<file path="src/core/smc_defs.vh">
`ifndef SMC_DEFS_VH
`define SMC_DEFS_VH
// register byte offsets
`define SMC_ADDR_CLK 8'h00
`define SMC_ADDR_CTL 8'h04
`define SMC_ADDR_FLAG 8'h08
`define SMC_ADDR_IE 8'h0c
// clock config fields and reset value
`define SMC_CLK_DEBUG_CLOCK_RUN 8
`define SMC_CLK_DIV_HI 6
`define SMC_CLK_DIV_LO 4
`define SMC_CLK_SRC_HI 1
`define SMC_CLK_SRC_LO 0
`define SMC_CLK_DEBUG_CLOCK_RUN_RST 1'b1
`define SMC_CLK_DIV_RST 3'h0
`define SMC_CLK_SRC_RST 2'h0
// control fields
`define SMC_CTL_SRCSEL 15
`define SMC_CTL_SC_HI 14
`define SMC_CTL_SC_LO 13
`define SMC_CTL_THR_HI 12
`define SMC_CTL_THR_LO 8
`define SMC_CTL_RE_HI 7
`define SMC_CTL_RE_LO 4
`define SMC_CTL_MD_HI 2
`define SMC_CTL_MD_LO 1
`define SMC_CTL_EN 0
// flag and irq-enable register fields
`define SMC_FLAG_STAT 8
`define SMC_FLAG_LV 0
`define SMC_IE_BIT 0
// codes
`define SMC_RESET_SEL_CODE 4'ha
`define SMC_THR_MIN 5'h01
`define SMC_THR_MAX 5'h1e
`define SMC_SRC_RC 2'h0
`define SMC_SRC_LSO 2'h1
`define SMC_SRC_HSO 2'h2
`define SMC_SRC_EXT 2'h3
`define SMC_DIV_MAX 3'h5
// intermittent periods minus one, in detector clock ticks
`define SMC_PER_128 10'h07f
`define SMC_PER_256 10'h0ff
`define SMC_PER_512 10'h1ff
// timing
`define SMC_CLK_PERIOD_NS 8
`define SMC_DISABLE_NS 64
// axi responses
`define SMC_RESP_OKAY 2'h0
`define SMC_RESP_SLVERR 2'h2
`endif

</file>
<file path="src/core/smc_det_clk_gen.v">
`include "smc_defs.vh"

module smc_det_clk_gen #(
	parameter CNT_W = 7
) (
	input wire aclk, // system clock
	input wire aresetn, // synchronous reset, active low
	input wire [3:0] src_tick, // one-cycle ticks of rc, lso, hso, ext sources
	input wire [1:0] src_sel, // clock source field
	input wire [2:0] div_sel, // clock divider field
	input wire run, // clock allowed to run
	output reg tick_q // one-cycle detector clock enable
);

reg [CNT_W-1:0] cnt_q;
reg [CNT_W-1:0] lim;
wire pick = src_tick[src_sel];
wire divided = (src_sel == `SMC_SRC_RC) || (src_sel == `SMC_SRC_HSO);
// reserved divider codes on divided sources give no clock at all
wire reserved = divided && (div_sel > `SMC_DIV_MAX);

always @* begin
	case (div_sel)
		3'h0: lim = 7'h03;
		3'h1: lim = 7'h07;
		3'h2: lim = 7'h0f;
		3'h3: lim = 7'h1f;
		3'h4: lim = 7'h3f;
		default: lim = 7'h7f;
	endcase
end

always @(posedge aclk) begin
	if (!aresetn || !run) begin
		cnt_q <= {CNT_W{1'b0}};
		tick_q <= 1'b0;
	end else begin
		tick_q <= 1'b0;
		if (pick) begin
			if (!divided) begin
				tick_q <= 1'b1;
			end else if (!reserved) begin
				if (cnt_q == lim) begin
					cnt_q <= {CNT_W{1'b0}};
					tick_q <= 1'b1;
				end else begin
					cnt_q <= cnt_q + 1'b1;
				end
			end
		end
	end
end

endmodule

</file>
<file path="src/core/smc_supply_monitor.v">
// Notes on behaviour
// reset-select not 0xa: events set flag only
// continuous: flag on low; intermittent: after count
// flag sticky, cleared only by writing 1
// irq while flag set and enable 1; the code also holds irq low while reset-select is 0xa
// reset-select 0xa: detection issues system reset
// reset asserted when flag would be set
// after reset, run continuous and keep monitoring
// reset keeps external sense pin routed when selected
// reset released when status returns to 0
// reset restores debug-run, divider, source fields
// reset keeps source, threshold, select, enable, flag
// reset clears count, cycle select, irq enable
// debug-run bit keeps clock running in debug
// two-bit field selects one of four sources
// rc/hso divide 4..128; lso/ext undivided
// unimplemented sources cannot be selected
// intermittent needs 1,2,4,8 successive low detections
// count write only when cycle select nonzero
// threshold codes 0x01..0x1e only; others forbidden
// cycle select: continuous, or 128/256/512 periods
// control bit 15 selects monitored supply
// software unlocks protection around protected writes
// status reads 1 when below threshold
// disabling resets hardware; enable reads 0 after
// changing count/select/cycle fields reinitialises circuit
// a high detection restarts the low run
// reserved bits read 0, ignore writes
`include "smc_defs.vh"

module smc_supply_monitor #(
	parameter ADDR_W = 8,
	parameter [3:0] SRC_IMPL = 4'hf
) (
	input wire aclk, // 125 MHz system clock
	input wire aresetn, // synchronous reset, active low
	input wire [ADDR_W-1:0] s_axi_awaddr, // write address
	input wire s_axi_awvalid, // write address valid
	output reg s_axi_awready, // write address ready
	input wire [31:0] s_axi_wdata, // write data
	input wire [3:0] s_axi_wstrb, // write byte strobes
	input wire s_axi_wvalid, // write data valid
	output reg s_axi_wready, // write data ready
	output reg [1:0] s_axi_bresp, // write response
	output reg s_axi_bvalid, // write response valid
	input wire s_axi_bready, // write response ready
	input wire [ADDR_W-1:0] s_axi_araddr, // read address
	input wire s_axi_arvalid, // read address valid
	output reg s_axi_arready, // read address ready
	output reg [31:0] s_axi_rdata, // read data
	output reg [1:0] s_axi_rresp, // read response
	output reg s_axi_rvalid, // read data valid
	input wire s_axi_rready, // read data ready
	input wire [3:0] src_tick, // ticks of rc, lso, hso, ext clock sources
	input wire debug_mode, // cpu in debug mode
	input wire below_threshold_in, // comparator: supply below threshold
	output reg low_voltage_irq, // interrupt request
	output reg system_reset_req, // detector-issued system reset
	output reg comparator_enable, // analog comparator on
	output reg [4:0] threshold_level, // threshold to comparator
	output reg monitored_source_select, // 1 external sense pin, 0 core supply
	output reg external_sense_keep // keep sense pin routed during reset
);

localparam DIS_CYC = (`SMC_DISABLE_NS + `SMC_CLK_PERIOD_NS - 1) / `SMC_CLK_PERIOD_NS;
localparam [3:0] DIS_LIM = DIS_CYC[3:0] - 4'h1;
localparam [3:0] ST_OFF = 4'b0001;
localparam [3:0] ST_RUN = 4'b0010;
localparam [3:0] ST_DIS = 4'b0100;
localparam [3:0] ST_SRST = 4'b1000;

////////////////////////////////////////////////////////////////////////
// register state
reg debug_clock_run_q;
reg [2:0] clock_divider_q;
reg [1:0] clock_source_q;
reg [1:0] consec_count_q;
reg [3:0] reset_select_q;
reg [1:0] cycle_select_q;
reg low_voltage_flag_q;
reg below_threshold_status_q;
reg irq_enable_q;
reg [3:0] st_q;
reg [3:0] dis_cnt_q;
reg [9:0] per_cnt_q;
reg [2:0] run_cnt_q;
reg [ADDR_W-1:0] wr_addr_q;
reg [15:0] wr_data_q;
reg [1:0] wr_strb_q;

wire det_tick;
wire enabled = (st_q != ST_OFF);
wire clk_run = enabled && (st_q != ST_DIS) && (debug_clock_run_q || !debug_mode);

smc_det_clk_gen #(
	.CNT_W(7)
) u_clk_gen (
	.aclk(aclk),
	.aresetn(aresetn),
	.src_tick(src_tick),
	.src_sel(clock_source_q),
	.div_sel(clock_divider_q),
	.run(clk_run),
	.tick_q(det_tick)
);

////////////////////////////////////////////////////////////////////////
// register views, reserved bits zero
function [15:0] reg_view;
	input [ADDR_W-1:0] a;
	begin
		case (a)
			`SMC_ADDR_CLK: reg_view = {7'h00, debug_clock_run_q, 1'b0, clock_divider_q, 2'h0, clock_source_q};
			`SMC_ADDR_CTL: reg_view = {monitored_source_select, consec_count_q, threshold_level,
				reset_select_q, 1'b0, cycle_select_q, enabled};
			`SMC_ADDR_FLAG: reg_view = {7'h00, below_threshold_status_q, 7'h00, low_voltage_flag_q};
			`SMC_ADDR_IE: reg_view = {15'h0000, irq_enable_q};
			default: reg_view = 16'h0000;
		endcase
	end
endfunction

function mapped;
	input [ADDR_W-1:0] a;
	begin
		mapped = (a == `SMC_ADDR_CLK) || (a == `SMC_ADDR_CTL) || (a == `SMC_ADDR_FLAG) || (a == `SMC_ADDR_IE);
	end
endfunction

////////////////////////////////////////////////////////////////////////
// axi4-lite write path: address and data taken in either order
wire aw_fire = s_axi_awvalid && s_axi_awready;
wire w_fire = s_axi_wvalid && s_axi_wready;
wire wr_go = !s_axi_awready && !s_axi_wready && !s_axi_bvalid;
wire [15:0] wr_old = reg_view(wr_addr_q);
wire [15:0] wd = {wr_strb_q[1] ? wr_data_q[15:8] : wr_old[15:8], wr_strb_q[0] ? wr_data_q[7:0] : wr_old[7:0]};
// register writes are refused while the detector holds the system in reset
wire wr_ok = wr_go && (st_q != ST_SRST);
wire wr_clk = wr_ok && (wr_addr_q == `SMC_ADDR_CLK);
wire wr_ctl = wr_ok && (wr_addr_q == `SMC_ADDR_CTL);
wire wr_flag = wr_ok && (wr_addr_q == `SMC_ADDR_FLAG);
wire wr_ie = wr_ok && (wr_addr_q == `SMC_ADDR_IE);

always @(posedge aclk) begin
	if (!aresetn) begin
		s_axi_awready <= 1'b1;
		s_axi_wready <= 1'b1;
		s_axi_bvalid <= 1'b0;
		s_axi_bresp <= `SMC_RESP_OKAY;
		wr_addr_q <= {ADDR_W{1'b0}};
		wr_data_q <= 16'h0000;
		wr_strb_q <= 2'h0;
	end else begin
		if (aw_fire) begin
			s_axi_awready <= 1'b0;
			wr_addr_q <= s_axi_awaddr;
		end
		if (w_fire) begin
			s_axi_wready <= 1'b0;
			wr_data_q <= s_axi_wdata[15:0];
			wr_strb_q <= s_axi_wstrb[1:0];
		end
		if (wr_go) begin
			s_axi_bvalid <= 1'b1;
			s_axi_bresp <= mapped(wr_addr_q) ? `SMC_RESP_OKAY : `SMC_RESP_SLVERR;
		end
		if (s_axi_bvalid && s_axi_bready) begin
			s_axi_bvalid <= 1'b0;
			s_axi_awready <= 1'b1;
			s_axi_wready <= 1'b1;
		end
	end
end

////////////////////////////////////////////////////////////////////////
// axi4-lite read path
always @(posedge aclk) begin
	if (!aresetn) begin
		s_axi_arready <= 1'b1;
		s_axi_rvalid <= 1'b0;
		s_axi_rdata <= 32'h00000000;
		s_axi_rresp <= `SMC_RESP_OKAY;
	end else if (s_axi_arvalid && s_axi_arready) begin
		s_axi_arready <= 1'b0;
		s_axi_rvalid <= 1'b1;
		s_axi_rdata <= {16'h0000, reg_view(s_axi_araddr)};
		s_axi_rresp <= mapped(s_axi_araddr) ? `SMC_RESP_OKAY : `SMC_RESP_SLVERR;
	end else if (s_axi_rvalid && s_axi_rready) begin
		s_axi_rvalid <= 1'b0;
		s_axi_arready <= 1'b1;
	end
end

////////////////////////////////////////////////////////////////////////
// detection
wire continuous = (cycle_select_q == 2'h0);
reg [9:0] per_lim;
reg [2:0] need_m1;

always @* begin
	case (cycle_select_q)
		2'h1: per_lim = `SMC_PER_128;
		2'h2: per_lim = `SMC_PER_256;
		default: per_lim = `SMC_PER_512;
	endcase
	case (consec_count_q)
		2'h0: need_m1 = 3'h0;
		2'h1: need_m1 = 3'h1;
		2'h2: need_m1 = 3'h3;
		default: need_m1 = 3'h7;
	endcase
end

wire sample = det_tick && (st_q == ST_RUN) && (continuous || (per_cnt_q == per_lim));
wire event_hit = sample && below_threshold_in && (continuous || (run_cnt_q == need_m1));
wire reset_mode = (reset_select_q == `SMC_RESET_SEL_CODE);
wire [15:0] ctl_new = wd;
wire md_new_nz = (ctl_new[`SMC_CTL_MD_HI:`SMC_CTL_MD_LO] != 2'h0);
wire [1:0] sc_new = md_new_nz ? ctl_new[`SMC_CTL_SC_HI:`SMC_CTL_SC_LO] : consec_count_q;
wire [4:0] thr_new = ctl_new[`SMC_CTL_THR_HI:`SMC_CTL_THR_LO];
wire thr_ok = (thr_new >= `SMC_THR_MIN) && (thr_new <= `SMC_THR_MAX);
wire flag_clr = wr_flag && wd[`SMC_FLAG_LV];
// reprogramming mode fields or clearing the flag mid-run restarts the sampling circuit
wire reinit = (st_q == ST_RUN) && ((wr_ctl && ((sc_new != consec_count_q) ||
	(ctl_new[`SMC_CTL_RE_HI:`SMC_CTL_RE_LO] != reset_select_q) ||
	(ctl_new[`SMC_CTL_MD_HI:`SMC_CTL_MD_LO] != cycle_select_q))) || flag_clr);
wire enter_srst = event_hit && reset_mode;

always @(posedge aclk) begin
	if (!aresetn || st_q != ST_RUN || reinit) begin
		per_cnt_q <= 10'h000;
		run_cnt_q <= 3'h0;
	end else if (det_tick && !continuous) begin
		if (per_cnt_q == per_lim) begin
			per_cnt_q <= 10'h000;
			if (!below_threshold_in || run_cnt_q == need_m1) begin
				run_cnt_q <= 3'h0;
			end else begin
				run_cnt_q <= run_cnt_q + 3'h1;
			end
		end else begin
			per_cnt_q <= per_cnt_q + 10'h001;
		end
	end
end

always @(posedge aclk) begin
	if (!aresetn || st_q == ST_OFF) begin
		below_threshold_status_q <= 1'b0;
	end else if (sample || (det_tick && st_q == ST_SRST)) begin
		below_threshold_status_q <= below_threshold_in;
	end
end

////////////////////////////////////////////////////////////////////////
// enable state machine and detector-issued reset
always @(posedge aclk) begin
	if (!aresetn) begin
		st_q <= ST_OFF;
		dis_cnt_q <= 4'h0;
	end else begin
		case (st_q)
			ST_OFF: begin
				if (wr_ctl && ctl_new[`SMC_CTL_EN]) begin
					st_q <= ST_RUN;
				end
			end
			ST_RUN: begin
				if (enter_srst) begin
					st_q <= ST_SRST;
				end else if (wr_ctl && !ctl_new[`SMC_CTL_EN]) begin
					st_q <= ST_DIS;
					dis_cnt_q <= 4'h0;
				end
			end
			ST_DIS: begin
				if (dis_cnt_q == DIS_LIM) begin
					st_q <= ST_OFF;
				end else begin
					dis_cnt_q <= dis_cnt_q + 4'h1;
				end
			end
			ST_SRST: begin
				if (det_tick && !below_threshold_in) begin
					st_q <= ST_RUN;
				end
			end
			default: st_q <= ST_OFF;
		endcase
	end
end

////////////////////////////////////////////////////////////////////////
// configuration registers
always @(posedge aclk) begin
	if (!aresetn || enter_srst) begin
		debug_clock_run_q <= `SMC_CLK_DEBUG_CLOCK_RUN_RST;
		clock_divider_q <= `SMC_CLK_DIV_RST;
		clock_source_q <= `SMC_CLK_SRC_RST;
	end else if (wr_clk) begin
		debug_clock_run_q <= wd[`SMC_CLK_DEBUG_CLOCK_RUN];
		clock_divider_q <= wd[`SMC_CLK_DIV_HI:`SMC_CLK_DIV_LO];
		if (SRC_IMPL[wd[`SMC_CLK_SRC_HI:`SMC_CLK_SRC_LO]]) begin
			clock_source_q <= wd[`SMC_CLK_SRC_HI:`SMC_CLK_SRC_LO];
		end
	end
end

always @(posedge aclk) begin
	if (!aresetn) begin
		monitored_source_select <= 1'b0;
		threshold_level <= 5'h00;
		reset_select_q <= 4'h0;
		consec_count_q <= 2'h0;
		cycle_select_q <= 2'h0;
		irq_enable_q <= 1'b0;
	end else if (enter_srst) begin
		consec_count_q <= 2'h0;
		cycle_select_q <= 2'h0;
		irq_enable_q <= 1'b0;
	end else begin
		if (wr_ctl) begin
			monitored_source_select <= ctl_new[`SMC_CTL_SRCSEL];
			if (thr_ok) begin
				threshold_level <= thr_new;
			end
			reset_select_q <= ctl_new[`SMC_CTL_RE_HI:`SMC_CTL_RE_LO];
			cycle_select_q <= ctl_new[`SMC_CTL_MD_HI:`SMC_CTL_MD_LO];
			consec_count_q <= sc_new;
		end
		if (wr_ie) begin
			irq_enable_q <= wd[`SMC_IE_BIT];
		end
	end
end

// set wins over a clear in the same cycle; supply recovery never clears it
always @(posedge aclk) begin
	if (!aresetn) begin
		low_voltage_flag_q <= 1'b0;
	end else begin
		low_voltage_flag_q <= event_hit || (low_voltage_flag_q && !flag_clr);
	end
end

////////////////////////////////////////////////////////////////////////
// outputs
always @(posedge aclk) begin
	if (!aresetn) begin
		low_voltage_irq <= 1'b0;
		system_reset_req <= 1'b0;
		comparator_enable <= 1'b0;
		external_sense_keep <= 1'b0;
	end else begin
		low_voltage_irq <= low_voltage_flag_q && irq_enable_q && !reset_mode;
		system_reset_req <= enter_srst || (st_q == ST_SRST && !(det_tick && !below_threshold_in));
		comparator_enable <= (st_q == ST_RUN) || (st_q == ST_SRST);
		external_sense_keep <= monitored_source_select &&
			(enter_srst || (st_q == ST_SRST && !(det_tick && !below_threshold_in)));
	end
end

endmodule

</file>
<file path="config.mk">
export PLATFORM = sky130hd
export DESIGN_NAME = smc_supply_monitor
export DESIGN_NICKNAME = d
export VERILOG_FILES = /design/src/core/smc_det_clk_gen.v /design/src/core/smc_supply_monitor.v
export VERILOG_INCLUDE_DIRS = /design/src /design/src/core
export SDC_FILE = /design/constraint.sdc
export NUM_CORES = 1
export LEC_CHECK = 0
export ABC_AREA = 1
export BUFFER_PORTS_ARGS = -buffer_cell sky130_fd_sc_hd__buf_2
export CORE_MARGIN = 4
export CORE_UTILIZATION = 25
export DETAILED_ROUTE_END_ITERATION = 8
export MAX_ROUTING_LAYER = met4
export PLACE_DENSITY = 0.39
export SYNTH_ARGS = -nofsm -noshare
export SYNTH_HDL_FRONTEND = slang
export SYNTH_SLANG_ARGS = --single-unit
</file>
<file path="constraint.sdc">
create_clock -name aclk -period 3.69 [get_ports aclk]
set_clock_uncertainty 0.15 [all_clocks]
set_input_delay 0.738 -clock aclk [delete_from_list [all_inputs] [get_ports aclk]]
set_output_delay 0.738 -clock aclk [all_outputs]
set_load 0.03 [all_outputs]
</file>
==> flow_summary.ini, run 1 <==
[run_status]
status = finished clean

[drt]
vias = 4693
drt.antenna.violating_nets = 0
wire_per_inst_um = 13.6
wl_met1_um = 7190
routed_via_density = 4.35
drcViolationCount = 0
wl_met3_um = 563
drtIter0Drc = 205
maxUsedRoutingLayer = met4
dr_wl_met2_um = 6790
routed_wl_um = 14700
first_pass_iters = 5

[yosys]
synth_cell_types = 50
yosysTopAreaCellShare = 0.398
syn_area_um2 = 5180
syn_avg_cell_area_um2 = 7.10
synth_top_area_cell = dfxtp_1
synthTopCellsByArea = dfxtp_1, nand2_1, nor2_1, nand3_1, a21oi_1
ys.warnings.count = 0
async_reset_ff_frac = 0
ys_seq_area_frac = 0.398
synth-seq-cells = 103
synth_most_common_cell = nand2_1
synth_edf_count = 0
synthCells = 729
synthFlopType = dfxtp_1
yosys-top-cells-count = nand2_1, dfxtp_1, nor2_1

[timing]
rsz0062_at_grt = false
slew_headroom = 0.555
slew_violations = 0
max_freq_ghz = 0.387
fin_tns_setup_ns = 0
holdWs_ns = 0.313
fin_crit_ns = 2.58
finalCritPeriodShare = 0.700
tightest_slew_ns = 0.666
finalSetupViolations = 0
hold_viol = 0

[clocking]
worstSkewPairLatency_ns = 0.35
htreeDepth = 3
cts_resized = 0
cts_tree = built
clock_tree.root_cell = clkbuf_16
clock-sinks = 103
cts-buffers-inserted = 9
clk_pin_slew_worst_paths_ns = 0.08
clockBufferDepth = 2
postCtsSetupBuffers = 0
hold_buffers = 0

[power_and_ir_drop]
ir_worst_vdd_v = 0.000229
power_density_nw_per_um2 = 420
power_leakage_uw = 0.00251

[grt]
grt_antenna_before_repair = 0
grt-ovfl-total = 0
grt_pass1_vias = 4528
grt_usage = 0.132
grt_max_degree = 32
grt_pass1_wl_um = 24200

[worst_setup_path]
critical_path.max_fanout = 9
critPathRequiredTime_ns = 3.77
endpoint_kind = flip-flop
crit_type = flip-flop to flip-flop
cp_data_arrival_time_ns = 2.66
start_kind = flip-flop

[cells_and_area]
drive_above_1_share = 0.187
multi_input_area_um2 = 2640
antennaDiodeCount = 0
syn_to_final_growth_pct = 17.5
stdcell_count = 1078
seq_area_um2 = 2060
fin_nets = 874
fin_area_um2 = 6090
n_fill_cell = 2295

[placed_design]
io_buffers = 77
place_congestion = 0.773
dp_cells = 1062
hpwl_um = 11200
dpl_cell_area_um2 = 5780

[die]
initial_utilization = 0.255
fp.dieH_um = 152
die-area_um2 = 23100
core-area_um2 = 20300
die_x_um = 152
placementRows = 52
ios = 116

[flow_run]
timing.max_cap.violations = 0

[min_path]
hold_path.class = flip-flop to flip-flop
[state kept, by name, summed over array words and instances, names as in the netlist, 2 cells and up]
register         flops
wr_strb_q            2
u_clk_gen.cnt_q      7
wr_addr_q            8
cycle_select_q       2
run_cnt_q            3
s_axi_rdata         15
clock_divider_q      3
wr_data_q           15
reset_select_q       4
threshold_level      5
per_cnt_q           10
clock_source_q       2
dis_cnt_q            4
st_q                 4
consec_count_q       2
[logic make-up (layout without fill, tap and decap cells)]
| group | after synthesis | count (layout) | synth area share |
|---|---|---|---|
| xor gates and xnor gates | 11 | 11 | 0.0186 |
| buffers and inverters | 120 | 181 | 0.105 |
| and+or+nand+nor | 346 | 346 | 0.313 |
| other | 1 | 19 | 0.000724 |
| AOI/OAI and AO/OA | 142 | 142 | 0.151 |
| DFF | 103 | 103 | 0.398 |
| adders and majority gates | 6 | 6 | 0.0145 |
[where the power goes]
group,switching (uW),internal [uW],leakage [uW],total [uW]
Sequential,30.7,1160,0.000837,1190
Clock,461,538,0.000148,1000
Combinational,263,108,0.00153,371
Total,755,1800,0.00251,2560
[per-layer routing]
layer	global-route usage	vias to the layer above
li1	-	2507
met1	0.172	2092
met2	0.213	87
met3	0.0293	7
met4	0.0270	0
met5	-	-
[worst paths after layout]
check | slack [ns] | startpoint | cells past startpoint | end
min | 0.31 | s_axi_rdata[5] | 2 | s_axi_rdata[5]
max | 1.11 | cycle_select_q[1] | 12 | consec_count_q[0]
min reg2reg | 0.31 | s_axi_rdata[5] | 2 | s_axi_rdata[5]
max reg2reg | 1.11 | cycle_select_q[1] | 12 | consec_count_q[0]
[critical path: stages, from the launching register on]
cell	delay (ns)
dfxtp_1	0.43
inv_1	0.17
ha_1	0.35
xor2_1	0.15
nand3_1	0.11
nand2_1	0.08
nand3_1	0.09
nor2_2	0.28
nand2_2	0.17
nand2_2	0.22
inv_1	0.11
o21ai_0	0.09
a21oi_1	0.06
[area by class of cell]
class | count | share of cell area
inverter | 83 | 0.0524
sequential | 103 | 0.339
tap | 270 | 0.0555
timing repair buffer | 82 | 0.0695
multi-input combinational | 524 | 0.434
clock buffer | 10 | 0.0376
clock inverter | 6 | 0.0121
[cell usage in the layout, fill, tap and decap left out, types with 13 or more instances in the layout]
cell type / n
o21ai_0: 44
nor2_2: 17
nand2_1: 121
nand3_1: 63
conb_1: 19
nor2_1: 85
nor3_1: 13
a21oi_1: 61
buf_2: 77
dfxtp_1: 103
inv_1: 75
[through the flow]
step                      worst slack, ns   util  total power (uW)
after floorplan                      1.62      -              1490
after global placement               1.14  0.285              1590
after detailed placement             1.12  0.285              1590
after CTS                            1.10  0.300              2620
after global routing                0.859  0.300              2700
final                                1.11  0.300              2560
(Power assumes the default switching activity.)
==> inputs of run 2 (changes only) <==
--- a/config.mk
+++ b/config.mk
@@ -12,7 +12,7 @@
 export CORE_UTILIZATION = 25
 export DETAILED_ROUTE_END_ITERATION = 8
 export MAX_ROUTING_LAYER = met4
-export PLACE_DENSITY = 0.39
+export PLACE_DENSITY = 0.41
 export SYNTH_ARGS = -nofsm -noshare
 export SYNTH_HDL_FRONTEND = slang
 export SYNTH_SLANG_ARGS = --single-unit
==> constraint.sdc (replaced) <==
create_clock -name aclk -period 2.2 [get_ports aclk]
set_clock_uncertainty 0.15 [all_clocks]
set_input_delay 0.44 -clock aclk [delete_from_list [all_inputs] [get_ports aclk]]
set_output_delay 0.44 -clock aclk [all_outputs]
set_load 0.03 [all_outputs]
==> run 2 against run 1 <==
Clock power up 81%. Wire length up 2.9%. Flip-flop and latch count unchanged. Combinational power up 110%. Core utilization up 3.5 points. First-iteration DRC count up 6.3%. Maximum frequency up 21%.
==> flow_summary.ini, run 2 (synthesis gave the netlist of run 1 again) <==
[cells_and_area]
fin_util = 0.335
drive_above_1_share = 0.280
final_cell_mix = nand2_1, dfxtp_1, nor2_1
reg_top3 = s_axi_rdata: 15 flops, wr_data_q: 15 flops, per_cnt_q: 10 flops
antennaDiodeCount = 0
syn_to_final_growth_pct = 31.3
fin_nets = 923
stdcell_count = 1127
final_common_cell = nand2_1

[die]
fp.dieH_um = 152
initial_utilization = 0.255
placementRows = 52
core-area_um2 = 20300
die_x_um = 152
die-area_um2 = 23100
ios = 116

[power_and_ir_drop]
p_switching_uw = 1340
power_leakage_uw = 0.00284
switching_share = 0.294
combPwrFrac = 0.168
ir_worst_vdd_v = 0.000420
p_clk_frac = 0.397
pwr-share-seq = 0.436
p_int_uw = 3230
power_density_nw_per_um2 = 672

[grt]
grt_usage = 0.131
grt_pass1_vias = 4552
grt_max_degree = 27
grt_pass1_wl_um = 24200
grt_antenna_before_repair = 0
grt-ovfl-total = 0

[clocking]
clock-sinks = 103
cts-buffers-inserted = 9
htreeDepth = 3
clk_pin_slew_worst_paths_ns = 0.08
clock_tree.root_cell = clkbuf_16
hold_buffers = 0
worstSkewPairLatency_ns = 0.37
clockBufferDepth = 2
cts_tree = built

[placed_design]
io_buffers = 77
hpwl_um = 11400
place_congestion = 0.775
post-place-ws_ns = -0.120
dp_cells = 1097

[timing]
slew_headroom = 0.627
fin_ws_ns = 0.0741
tightest_slew_ns = 0.555
holdWs_ns = 0.171
finalSetupViolations = 0
fin_crit_ns = 2.13
rsz0062_at_grt = true
max_freq_ghz = 0.470
slew_violations = 0
hold_viol = 0
finalCritPeriodShare = 0.966

[worst_setup_path]
critPathRequiredTime_ns = 2.31
endpoint_kind = flip-flop
critical-path-top-delay-family = simple AND/OR/NAND/NOR gates
start_kind = flip-flop
slowest_stage = dfxtp_2
crit_type = flip-flop to flip-flop
path_depth = 12
critical_path.max_fanout = 6
crit_buf_inv = 2
cp_data_arrival_time_ns = 2.24
rr_worst_depth = 12
max_stage_delay_ns = 0.33
path_cells = inv_2 -> ha_4 -> xor2_1 -> nand3_1 -> nand2_1 -> nand3_2 -> nor2_4 -> a21oi_4 -> nand2_8 -> buf_4 -> nor3_1 -> nor2_1

[min_path]
min_path_cells = 3
hold_path.class = input pin to flip-flop

[drt]
wire_per_inst_um = 13.4
routed_via_density = 4.31
vias = 4863
drt.antenna.violating_nets = 0
routed_wl_um = 15100
drcViolationCount = 0
drtIter0Drc = 218
first_pass_iters = 4

[flow_run]
timing.max_cap.violations = 0

[run_status]
status = finished clean
-- run 2: changes by cell type in the layout (fill, tap and decap cells not counted), sizes merged --
cell / delta
clkinv: +1
a21oi: +1
bufinv: +1
inv: -3
buf: +47
clkinvlp: +2
-- run 2: path summary, 6_finish.rpt --
path                                   startpoint  slack, ns            endpoint
worst max register to register  cycle_select_q[1]       0.07  threshold_level[4]
worst min register to register     s_axi_rdata[6]       0.31      s_axi_rdata[6]
worst max-delay path            cycle_select_q[1]       0.07  threshold_level[4]
worst min-delay path               s_axi_wdata[4]       0.17        wr_data_q[4]
-- run 2: power by group through the flow --
stage | combinational, uW | clock, uW | sequential [uW]
after floorplan | 458 | 0 | 2050
after global placement | 698 | 0 | 2030
after detailed placement | 697 | 0 | 2030
after CTS | 700 | 1880 | 1990
after global routing | 861 | 1950 | 2000
final | 767 | 1810 | 1990
-- run 2: through the flow --
step	TNS [ns]	total power (uW)	cell area [um^2]
floorplan	0	2500	5250
global placement	-1.85	2730	6060
detailed placement	-1.83	2730	6060
CTS	0	4570	6420
global route	-1.53	4820	6800
finish	0	4570	6800
-- run 2: layout make-up --
cell class / count / area, um^2
Clock inverter: 7 / 104
Tap cell: 270 / 338
Sequential cell: 103 / 2070
Clock buffer: 9 / 225
Fill cell: 2263 / 13500
Inverter: 83 / 324
Multi-Input combinational cell: 525 / 2900
Timing Repair Buffer: 130 / 830
-- run 2: routing by layer --
layer	track usage	share of wire	wire, um	vias to the layer above
met4	0.0347	0.0076	114	0
met5	-	0	0	-
met2	0.198	0.45	6830	73
li1	-	-	-	2604
met3	0.0253	0.031	468	12
met1	0.181	0.51	7680	2174
-- run 2: what timing repair did --
| item | 4_1_cts | 5_1_grt |
|---|---|---|
| cloned | 0 | 2 |
| setup endpoints to repair | 28 | 51 |
| buffers inserted | 1 | 12 |
| pin swaps | 2 | 29 |
| gates resized for setup | 3 | 71 |
-- run 2: worst min-delay path, cell delays in order --
cell and delay (ns):
buf_2 0.07, o21ai_0 0.07, nor2_1 0.07
